<file path="src/imu_pkg.sv">
package imu_pkg;
  // Register byte addresses (even byte is low half)
  localparam logic [6:0] ADDR_ALARM = 7'h2e;
  localparam logic [6:0] ADDR_AUX = 7'h30;
  localparam logic [6:0] ADDR_GPIO = 7'h32;
  localparam logic [6:0] ADDR_MISC = 7'h34;
  localparam logic [6:0] ADDR_SMPL = 7'h36;
  localparam logic [6:0] ADDR_DIAG = 7'h3c;
  localparam logic [6:0] ADDR_GLOB = 7'h3e;
  // Values after reset
  localparam logic [15:0] GPIO_RST = 16'h0000;
  localparam logic [15:0] MISC_RST = 16'h0006;
  localparam logic [15:0] AUX_RST = 16'h0000;
  localparam logic [15:0] SMPL_RST = 16'h0001;
  localparam logic [15:0] ALARM_RST = 16'h0000;
  localparam logic [15:0] DIAG_RST = 16'h0000;
  // Writable bits of each register
  localparam logic [15:0] GPIO_WMASK = 16'h0f0f;
  localparam logic [15:0] MISC_WMASK = 16'h0fc7;
  localparam logic [15:0] AUX_WMASK = 16'h0fff;
  localparam logic [15:0] SMPL_WMASK = 16'h00ff;
  localparam logic [15:0] ALARM_WMASK = 16'hffd7;
  // Field positions
  localparam int GPIO_DIR_LSB = 0;
  localparam int GPIO_DATA_LSB = 8;
  localparam int LINE_FOUR = 3;
  localparam int OUT_SEL = 0;
  localparam int OUT_POL = 1;
  localparam int OUT_EN = 2;
  localparam int MISC_ORIGIN = 6;
  localparam int MISC_LINCOMP = 7;
  localparam int MISC_ST_POS = 8;
  localparam int MISC_ST_NEG = 9;
  localparam int MISC_ST_INT = 10;
  localparam int MISC_MEM_TEST = 11;
  localparam int GLOB_DAC_LATCH = 2;
  localparam int DIAG_MEM = 6;
  localparam int DIAG_ST_ANY = 5;
  localparam int DIAG_ST_LSB = 10;
  localparam int DAC_BITS = 12;
  // Converter scale, tenths of a microvolt per step
  localparam int DAC_STEP_UV_X10 = 8059;
  // Data-ready pulse timing
  localparam int CLK_NS = 100;
  localparam int DRDY_MIN_NS = 100000;
  localparam int DRDY_MAX_NS = 200000;
  localparam int DRDY_MIN_CYC = (DRDY_MIN_NS + CLK_NS - 1) / CLK_NS;
  localparam int DRDY_MAX_CYC = DRDY_MAX_NS / CLK_NS;
  localparam int DRDY_CYC = (DRDY_MIN_CYC + DRDY_MAX_CYC) / 2;
  // Serial frame length
  localparam int FRAME_BITS = 16;
  // Test sequencer states
  typedef enum logic [1:0] {
    IMU_TS_IDLE = 2'b00,
    IMU_TS_SELF = 2'b01,
    IMU_TS_MEM = 2'b10
  } imu_test_state_t;
endpackage : imu_pkg

</file>
<file path="src/imu_serial_port.sv">
`timescale 1ns/1ps
`default_nettype none
module imu_serial_port
  import imu_pkg::*;
(
  // Clock and reset
  input wire logic clk,
  input wire logic resetn,
  // Serial pins
  input wire logic sclk,
  input wire logic cs_n,
  input wire logic mosi,
  output logic miso,
  output logic miso_oe,
  // Word side
  input wire logic [15:0] tx_word,
  output logic cmd_valid,
  output logic [15:0] cmd_word
);
  // Synchroniser stages: bit 2 sclk, bit 1 cs_n, bit 0 mosi
  logic [2:0] sy1, sy2;
  // Previous sclk and cs_n for edge detection
  logic [1:0] prev, next_prev;
  logic [15:0] rx_sh, next_rx_sh;
  logic [15:0] tx_sh, next_tx_sh;
  logic [4:0] bit_cnt, next_bit_cnt;
  logic next_miso, next_miso_oe, next_cmd_valid;
  logic [15:0] next_cmd_word;
  logic rise, fall, frame_start;

  // Edges seen on second stage only
  always_comb begin
    next_prev = sy2[2:1];
    rise = sy2[2] && !prev[1] && !sy2[1];
    fall = !sy2[2] && prev[1] && !sy2[1];
    frame_start = !sy2[1] && prev[0];
    next_rx_sh = rx_sh;
    next_tx_sh = tx_sh;
    next_bit_cnt = bit_cnt;
    next_miso = miso;
    next_miso_oe = !sy2[1];
    next_cmd_valid = 1'b0;
    next_cmd_word = cmd_word;
    if (sy2[1]) begin
      // Deselected: abandon partial frame
      next_bit_cnt = '0;
    end else if (frame_start) begin
      // Load answer to previous read
      next_tx_sh = tx_word;
      next_bit_cnt = '0;
    end else if (fall) begin
      // Present next answer bit
      next_miso = tx_sh[15];
      next_tx_sh = {tx_sh[14:0], 1'b0};
    end else if (rise) begin
      // Sample command bit
      next_rx_sh = {rx_sh[14:0], sy2[0]};
      next_bit_cnt = bit_cnt + 5'h01;
      if (bit_cnt == 5'(FRAME_BITS - 1)) begin
        next_cmd_valid = 1'b1;
        next_cmd_word = {rx_sh[14:0], sy2[0]};
        next_bit_cnt = '0;
      end
    end
  end

  // Register stage
  always_ff @(posedge clk) begin
    if (!resetn) begin
      sy1 <= 3'h6;
      sy2 <= 3'h6;
      prev <= 2'h3;
      rx_sh <= '0;
      tx_sh <= '0;
      bit_cnt <= '0;
      miso <= 1'b0;
      miso_oe <= 1'b0;
      cmd_valid <= 1'b0;
      cmd_word <= '0;
    end else begin
      sy1 <= {sclk, cs_n, mosi};
      sy2 <= sy1;
      prev <= next_prev;
      rx_sh <= next_rx_sh;
      tx_sh <= next_tx_sh;
      bit_cnt <= next_bit_cnt;
      miso <= next_miso;
      miso_oe <= next_miso_oe;
      cmd_valid <= next_cmd_valid;
      cmd_word <= next_cmd_word;
    end
  end
endmodule : imu_serial_port
`default_nettype wire

</file>
<file path="src/imu_io_ctrl.sv">
`timescale 1ns/1ps
`default_nettype none
// Contract
// - Line owner: misc, then alarm, then general
// - General low bits set line direction
// - Bits 11:8 drive outputs, read inputs
// - Line four clocks sampling when configured
// - Reset: data-ready active high on one
// - Misc bits enable, polarity, line select
// - Data-ready pulse 100 to 200 us
// - Memory test bit self-clears when done
// - Self-test bit posts flags, self-clears
// - Bits 9/8 hold negative/positive stimulus
// - Bits 7/6 enable compensation, alignment
// - Converter: 12-bit offset binary code
// - Latch copies whole converter word
// - General register resets to zero
// - Command bits self-clear after operation
// - Checksum result in status bit six
module imu_io_ctrl
  import imu_pkg::*;
(
  // Clock and reset
  input wire logic clk,
  input wire logic resetn,
  // Serial link
  input wire logic sclk,
  input wire logic cs_n,
  input wire logic mosi,
  output logic miso,
  output logic miso_oe,
  // General lines, bit 0 is line one
  input wire logic [3:0] gp_line_in,
  output logic [3:0] gp_line_out,
  output logic [3:0] gp_line_oe,
  // Sensor core events and alarm levels
  input wire logic data_ready_event,
  input wire logic [1:0] alarm_active,
  output logic ext_clk_mode,
  output logic ext_sample_strobe,
  output logic [7:0] sample_period_setting,
  // Automatic and memory tests
  output logic selftest_run,
  input wire logic selftest_done,
  input wire logic [5:0] selftest_fail,
  output logic mem_test_run,
  input wire logic mem_test_done,
  input wire logic mem_test_fail,
  // Sensor controls
  output logic stim_neg,
  output logic stim_pos,
  output logic lin_accel_comp,
  output logic origin_align,
  output logic [DAC_BITS-1:0] dac_code
);
  // Registers
  logic [15:0] general_line_control, next_general_line_control;
  logic [15:0] misc_control, next_misc_control;
  logic [15:0] aux_converter_value, next_aux_converter_value;
  logic [15:0] smpl_reg, next_smpl_reg;
  logic [15:0] alarm_control, next_alarm_control;
  logic [15:0] diag_status, next_diag_status;
  logic glob_latch, next_glob_latch;
  logic [DAC_BITS-1:0] next_dac_code;
  logic [15:0] rd_word, next_rd_word, rd_val;
  imu_test_state_t state, next_state;
  // Serial command decode
  logic cmd_valid;
  logic [15:0] cmd_word;
  logic wr_en, rd_en, hi;
  logic [6:0] addr;
  // Line drive and sampling
  logic [3:0] gp_s1, gp_s2, line_in_view;
  logic four_prev;
  logic [3:0] next_out, next_oe;
  logic next_ext_mode, next_strobe;
  logic drdy_act, next_drdy_act;
  logic [11:0] drdy_cnt, next_drdy_cnt;
  logic [11:0] drdy_len;
  logic drdy_lvl, alarm_lvl;

  // Same register, either byte
  function automatic logic hit(input logic [6:0] a, input logic [6:0] r);
    hit = (a[6:1] == r[6:1]);
  endfunction : hit

  // Line chosen by an enable and select bit
  function automatic logic line_hit(input logic en, input logic sel, input int idx);
    line_hit = en && (idx == (sel ? 1 : 0));
  endfunction : line_hit

  // Byte merge into one register
  function automatic logic [15:0] merge(input logic [15:0] old, input logic h,
                                        input logic [7:0] b, input logic [15:0] m);
    merge = (h ? {b, old[7:0]} : {old[15:8], b}) & m;
  endfunction : merge

  // Serial slave
  imu_serial_port u_port (
    .clk(clk),
    .resetn(resetn),
    .sclk(sclk),
    .cs_n(cs_n),
    .mosi(mosi),
    .miso(miso),
    .miso_oe(miso_oe),
    .tx_word(rd_word),
    .cmd_valid(cmd_valid),
    .cmd_word(cmd_word)
  );

  assign wr_en = cmd_valid && cmd_word[15];
  assign rd_en = cmd_valid && !cmd_word[15];
  assign addr = cmd_word[14:8];
  assign hi = addr[0];
  // Inputs read sampled level, outputs read stored level
  assign line_in_view = (general_line_control[11:8] & general_line_control[3:0]) |
    (gp_s2 & ~general_line_control[3:0]);

  // Read data selection
  always_comb begin
    rd_val = 16'h0000;
    if (hit(addr, ADDR_GPIO)) begin
      rd_val = {4'h0, line_in_view, 4'h0, general_line_control[3:0]};
    end else if (hit(addr, ADDR_MISC)) begin
      rd_val = misc_control;
    end else if (hit(addr, ADDR_AUX)) begin
      rd_val = aux_converter_value;
    end else if (hit(addr, ADDR_SMPL)) begin
      rd_val = smpl_reg;
    end else if (hit(addr, ADDR_ALARM)) begin
      rd_val = alarm_control;
    end else if (hit(addr, ADDR_DIAG)) begin
      rd_val = diag_status;
    end else if (hit(addr, ADDR_GLOB)) begin
      rd_val = {13'h0000, glob_latch, 2'h0};
    end
  end

  // Register file, test sequencer and converter latch
  always_comb begin
    next_general_line_control = general_line_control;
    next_misc_control = misc_control;
    next_aux_converter_value = aux_converter_value;
    next_smpl_reg = smpl_reg;
    next_alarm_control = alarm_control;
    next_diag_status = diag_status;
    next_glob_latch = 1'b0;
    next_dac_code = dac_code;
    next_rd_word = rd_word;
    next_state = state;
    // Status flags clear on read; results below win
    if (rd_en && hit(addr, ADDR_DIAG)) begin
      next_diag_status = DIAG_RST;
    end
    case (state)
      IMU_TS_IDLE: begin
        if (misc_control[MISC_ST_INT]) begin
          next_state = IMU_TS_SELF;
        end else if (misc_control[MISC_MEM_TEST]) begin
          next_state = IMU_TS_MEM;
        end
      end
      IMU_TS_SELF: begin
        if (selftest_done) begin
          next_misc_control[MISC_ST_INT] = 1'b0;
          next_diag_status[DIAG_ST_LSB +: 6] = selftest_fail;
          next_diag_status[DIAG_ST_ANY] = |selftest_fail;
          next_state = IMU_TS_IDLE;
        end
      end
      IMU_TS_MEM: begin
        if (mem_test_done) begin
          next_misc_control[MISC_MEM_TEST] = 1'b0;
          next_diag_status[DIAG_MEM] = mem_test_fail;
          next_state = IMU_TS_IDLE;
        end
      end
      default: begin
        next_state = IMU_TS_IDLE;
      end
    endcase
    // Whole word moves at once
    if (glob_latch) begin
      next_dac_code = aux_converter_value[DAC_BITS-1:0];
    end
    // Host write applied last so a new start wins
    if (wr_en) begin
      if (hit(addr, ADDR_GPIO)) begin
        next_general_line_control = merge(general_line_control, hi, cmd_word[7:0], GPIO_WMASK);
      end else if (hit(addr, ADDR_MISC)) begin
        next_misc_control = merge(next_misc_control, hi, cmd_word[7:0], MISC_WMASK);
      end else if (hit(addr, ADDR_AUX)) begin
        next_aux_converter_value = merge(aux_converter_value, hi, cmd_word[7:0], AUX_WMASK);
      end else if (hit(addr, ADDR_SMPL)) begin
        next_smpl_reg = merge(smpl_reg, hi, cmd_word[7:0], SMPL_WMASK);
      end else if (hit(addr, ADDR_ALARM)) begin
        next_alarm_control = merge(alarm_control, hi, cmd_word[7:0], ALARM_WMASK);
      end else if (hit(addr, ADDR_GLOB)) begin
        next_glob_latch = !hi && cmd_word[GLOB_DAC_LATCH];
      end
    end
    // Answer goes out in the next frame
    if (rd_en) begin
      next_rd_word = rd_val;
    end
  end

  // Register update
  always_ff @(posedge clk) begin
    if (!resetn) begin
      general_line_control <= GPIO_RST;
      misc_control <= MISC_RST;
      aux_converter_value <= AUX_RST;
      smpl_reg <= SMPL_RST;
      alarm_control <= ALARM_RST;
      diag_status <= DIAG_RST;
      glob_latch <= 1'b0;
      dac_code <= '0;
      rd_word <= '0;
      state <= IMU_TS_IDLE;
      selftest_run <= 1'b0;
      mem_test_run <= 1'b0;
      stim_neg <= 1'b0;
      stim_pos <= 1'b0;
      lin_accel_comp <= 1'b0;
      origin_align <= 1'b0;
      sample_period_setting <= SMPL_RST[7:0];
    end else begin
      general_line_control <= next_general_line_control;
      misc_control <= next_misc_control;
      aux_converter_value <= next_aux_converter_value;
      smpl_reg <= next_smpl_reg;
      alarm_control <= next_alarm_control;
      diag_status <= next_diag_status;
      glob_latch <= next_glob_latch;
      dac_code <= next_dac_code;
      rd_word <= next_rd_word;
      state <= next_state;
      selftest_run <= (next_state == IMU_TS_SELF);
      mem_test_run <= (next_state == IMU_TS_MEM);
      stim_neg <= next_misc_control[MISC_ST_NEG];
      stim_pos <= next_misc_control[MISC_ST_POS];
      lin_accel_comp <= next_misc_control[MISC_LINCOMP];
      origin_align <= next_misc_control[MISC_ORIGIN];
      sample_period_setting <= next_smpl_reg[7:0];
    end
  end

  // Pulse and line ownership
  always_comb begin
    next_drdy_act = drdy_act;
    next_drdy_cnt = drdy_cnt;
    if (drdy_act) begin
      if (drdy_cnt == 12'h000) begin
        next_drdy_act = 1'b0;
      end else begin
        next_drdy_cnt = drdy_cnt - 12'h001;
      end
    end else if (data_ready_event) begin
      next_drdy_act = 1'b1;
      next_drdy_cnt = 12'(DRDY_CYC - 1);
    end
    drdy_lvl = misc_control[OUT_POL] ? drdy_act : !drdy_act;
    alarm_lvl = alarm_control[OUT_POL] ? |alarm_active : !(|alarm_active);
    for (int i = 0; i < 4; i++) begin
      if (line_hit(misc_control[OUT_EN], misc_control[OUT_SEL], i)) begin
        next_oe[i] = 1'b1;
        next_out[i] = drdy_lvl;
      end else if (line_hit(alarm_control[OUT_EN], alarm_control[OUT_SEL], i)) begin
        next_oe[i] = 1'b1;
        next_out[i] = alarm_lvl;
      end else begin
        next_oe[i] = general_line_control[GPIO_DIR_LSB + i];
        next_out[i] = general_line_control[GPIO_DATA_LSB + i];
      end
    end
    next_ext_mode = !general_line_control[LINE_FOUR] && (smpl_reg[7:0] == 8'h00);
    next_strobe = ext_clk_mode && gp_s2[LINE_FOUR] && !four_prev;
  end

  // Line flops and input synchroniser
  always_ff @(posedge clk) begin
    if (!resetn) begin
      gp_s1 <= 4'h0;
      gp_s2 <= 4'h0;
      four_prev <= 1'b0;
      gp_line_out <= 4'h0;
      gp_line_oe <= 4'h0;
      ext_clk_mode <= 1'b0;
      ext_sample_strobe <= 1'b0;
      drdy_act <= 1'b0;
      drdy_cnt <= 12'h000;
      drdy_len <= 12'h000;
    end else begin
      gp_s1 <= gp_line_in;
      gp_s2 <= gp_s1;
      four_prev <= gp_s2[LINE_FOUR];
      gp_line_out <= next_out;
      gp_line_oe <= next_oe;
      ext_clk_mode <= next_ext_mode;
      ext_sample_strobe <= next_strobe;
      drdy_act <= next_drdy_act;
      drdy_cnt <= next_drdy_cnt;
      drdy_len <= drdy_act ? drdy_len + 12'h001 : 12'h000;
    end
  end
endmodule : imu_io_ctrl
`default_nettype wire

</file>
<file path="config.mk">
export PLATFORM = sky130hd
export DESIGN_NAME = imu_io_ctrl
export DESIGN_NICKNAME = d
export VERILOG_FILES = /design/src/imu_pkg.sv /design/src/imu_serial_port.sv /design/src/imu_io_ctrl.sv
export SDC_FILE = /design/constraint.sdc
export NUM_CORES = 1
export LEC_CHECK = 0
export BUFFER_PORTS_ARGS = -buffer_cell sky130_fd_sc_hd__buf_2
export CAP_MARGIN = 10
export CORE_MARGIN = 5
export CORE_UTILIZATION = 25
export DETAILED_ROUTE_END_ITERATION = 6
export MAX_ROUTING_LAYER = met4
export PLACE_DENSITY = 0.41
export SETUP_SLACK_MARGIN = 0.4
export SYNTH_ARGS = -nofsm -noshare
export SYNTH_HDL_FRONTEND = slang
export SYNTH_HIERARCHICAL = 1
export SYNTH_SLANG_ARGS = --single-unit
</file>
<file path="constraint.sdc">
create_clock -name clk -period 2.6 [get_ports clk]
set_clock_uncertainty 0.2 [all_clocks]
set_input_delay 0.26 -clock clk [delete_from_list [all_inputs] [get_ports clk]]
set_output_delay 0.26 -clock clk [all_outputs]
set_load 0.03 [all_outputs]
</file>
==> out/qor.csv <==
stage,metric,value,unit
run_status,outcome,"complete, no violations",
placement,dp_hpwl,15000,um
global_route,track_usage,13.3,%
synthesis,synth_top_area_share,48.7,%
setup_path,required,2.75,ns
synthesis,syn_nets,814,
clocking,cts-root-buf,clkbuf_16,
min_path,hold_path_class,in -> reg,
timing,rsz0062_at_grt,no,
die,start_util,25.2,%
drt,routedWlPerCell,17.3,um
power_and_ir_drop,ir_drop,492,uV
drt,wl_met3,514,um
setup_path,startpoint_type,register,
drt,drc,0,
timing,max_slew_margin,55.8,%
setup_path,path_class,reg -> reg,
clocking,htree_levels,4,
drt,vias,5971,
drt,viasPerCell,4.68,
global_route,grt_pass1_vias,5804,
drt,ant_nets,0,
setup_path,crit_chain,inv_1 -> ha_1 -> nor4b_1 -> a41o_2 -> or4_1 -> a211oi_1,
power_and_ir_drop,switching_power,0.00152,W
setup_path,critical_path_arrival,2.25,ns
synthesis,ys.flop_type,dfxtp_1,
synthesis,yosysWarnings,6,
clocking,cts.clk_slew.worst_paths,0.08,ns
power_and_ir_drop,combPwrFrac,5.5,%
global_route,grt_remaining_overflow,0,
synthesis,synth_seq_cells,187,
die,die_h,185,um
synthesis,yosys.area.top_type,dfxtp_1,
clocking,cts_tree,yes,
synthesis,async_flop_share,0,%
placement,io_buffers,58,
synthesis,synth_area,7680,sq um
drt,highest_layer,met4,
timing,finalHoldViolations,0,
synthesis,synth_area_leaders,"dfxtp_1, mux2i_1, nand2_1",
timing,fmax,0.476,GHz
die,design.core.area,30400,sq um
timing,final.setup.tns,0,ns
timing,final-max-slew-violation-count,0,
clocking,cts_buffer_depth,2,
final_layout,mostFrequentLayoutCells,"dfxtp_1, mux2i_1, nand2_1",
timing,fin_crit,2.10,ns
final_layout,top_regs,"rd_word: 16 flops, u_port/cmd_word: 16 flops, u_port/tx_sh: 16 flops",
placement,finalWeightedCongestion,0.777,
synthesis,syn_inst,790,
die,die_area,34300,sq um
power_and_ir_drop,clockPowerShare,44.9,%
global_route,antenna_found_initial,0,
die,io_pins,59,
synthesis,synth_edf_count,0,
setup_path,slowest_stage,or4_1,
synthesis,synth.avg_cell_area,9.72,sq um
timing,fin_crit_sh,80.8,%
drt,drt_wl_total,22100,um
power_and_ir_drop,cellInternalPower,0.00444,W
power_and_ir_drop,power_density,640,nW/um^2
setup_path,cp-end-kind,register,
final_layout,drive_gt1_share,16.8,%
global_route,grt_max_degree,103,
timing,setup_viol,0,
drt,m1WireLength,11200,um
final_layout,final_area,9310,sq um
die,std_cell_rows,64,
drt,dr.pass1.iters,5,
drt,drtIter0Drc,318,
synthesis,ys_seq_area_share,48.7,%
final_layout,area_delta_synth_final,21.2,%
final_layout,antenna_cells,0,
clocking,clk_latency,0.43,ns
run,maxCapViolCount,0,
clocking,clkSinkCount,187,
die,dieWidth,185,um
setup_path,critPathMaxFanout,12,
final_layout,final_common_cell,dfxtp_1,
power_and_ir_drop,power.leakage,3.42,nW
synthesis,ys_types,63,
setup_path,critical-path-max-stage-delay,0.48,ns
final_layout,n_fill_cell,3260,
power_and_ir_drop,swShare,25.6,%
placement,place_area,8460,sq um
power_and_ir_drop,seq_power_share,49.6,%
clocking,cts_buffers,17,
final_layout,nNetsFinal,892,
timing,tightest_slew,0.662,ns
global_route,grt_pass1_wl,34300,um
drt,wl_met2,10100,um
==> path summary, 6_finish.rpt <==
path / depth (start not counted) / end / start / slack (ns)
hold / removal: 4 / state[1]$_SDFF_PN0_ / mem_test_done / 0.04
hold reg to reg: 1 / u_port/sy2[1]$_SDFF_PN1_ / u_port/sy1[1]$_SDFF_PN1_ / 0.22
setup reg to reg: 6 / drdy_cnt[5]$_SDFFE_PN0P_ / drdy_cnt[0]$_SDFFE_PN0P_ / 0.50
setup / recovery: 6 / drdy_cnt[5]$_SDFFE_PN0P_ / drdy_cnt[0]$_SDFFE_PN0P_ / 0.50
==> routing by layer <==
layer | global-route usage, % | up-vias
met4 | 3.38 | 0
li1 | - | 2970
met3 | 2.32 | 18
met2 | 20.2 | 81
met5 | - | -
met1 | 18.3 | 2902
==> layout make-up <==
cell class	instances	area [sq um]	area share, %
clock buffer	17	425	4.57
timing repair buffer	108	758	8.15
tap	396	495	5.32
sequential	187	3740	40.2
multi-input combinational	541	3660	39.3
clock inverter	15	175	1.88
inverter	13	48.8	0.524
==> synthesized netlist by cell type, drive strengths merged, types with 5 or more instances <==
library cell / n
a21oi: 23
o21ai: 16
nor2: 78
nor4: 7
clkbuf: 34
a22oi: 13
nand2b: 15
a31oi: 6
inv: 11
and2: 16
dfxtp: 187
o31ai: 6
mux2i: 96
nand3: 17
a21boi: 16
nor3: 23
o211a: 15
nand2: 80
nor2b: 25
or4: 7
o22ai: 7
o211ai: 5
a221oi: 7
buf: 15
nor3b: 5
==> through the flow <==
step	cells	hold WS, ns	util, %	total power [W]	setup slack (ns)
finish	1277	0.0381	30.6	0.00596	0.499
global route	1277	0.0487	30.6	0.00620	0.408
CTS	1269	0.0124	30.3	0.00605	0.432
detailed placement	1221	0.203	27.8	0.00333	0.399
global placement	1221	0.194	27.8	0.00334	0.445
floorplan	790	0.161	-	0.00323	0.667
==> cells by family (layout without fill, tap and decap cells) <==
logic type / after synthesis / in the layout / synth area share (%)
compound gates: 139 / 139 / 13.1
xor+xnor: 4 / 4 / 0.456
fa+ha+maj: 3 / 3 / 0.489
buf+inv: 62 / 153 / 3.67
flops: 187 / 187 / 48.7
mux: 99 / 99 / 13.2
simple gates: 296 / 296 / 20.3
==> repair_timing <==
action	in CTS	in global routing
endpoints found under the hold margin	16	0
hold buffers	16	0
buffers inserted	0	8
pin swaps	0	4
cloned	0	0
gates resized for setup	1	0
setup endpoints to repair	1	15
==> power groups by stage <==
stage | Sequential [W] | Combinational [W] | Clock, W
2_1_floorplan | 0.00301 | 0.000219 | 0
4_1_cts | 0.00296 | 0.000331 | 0.00277
5_1_grt | 0.00296 | 0.000363 | 0.00287
3_3_place_gp | 0.00302 | 0.000313 | 0
6_report | 0.00295 | 0.000329 | 0.00267
3_5_place_dp | 0.00302 | 0.000313 | 0
==> worst max-delay path: cells and delay by family, from the launching register on <==
kind	cells	cell delay, ns
AO/OA/AOI/OAI	2	0.53
adder cells (fa/ha/maj)	1	0.21
buffers and inverters	1	0.09
flip-flops	1	0.36
AND/OR/NAND/NOR	2	0.64
Note: power is estimated with default switching activity, not from simulation.
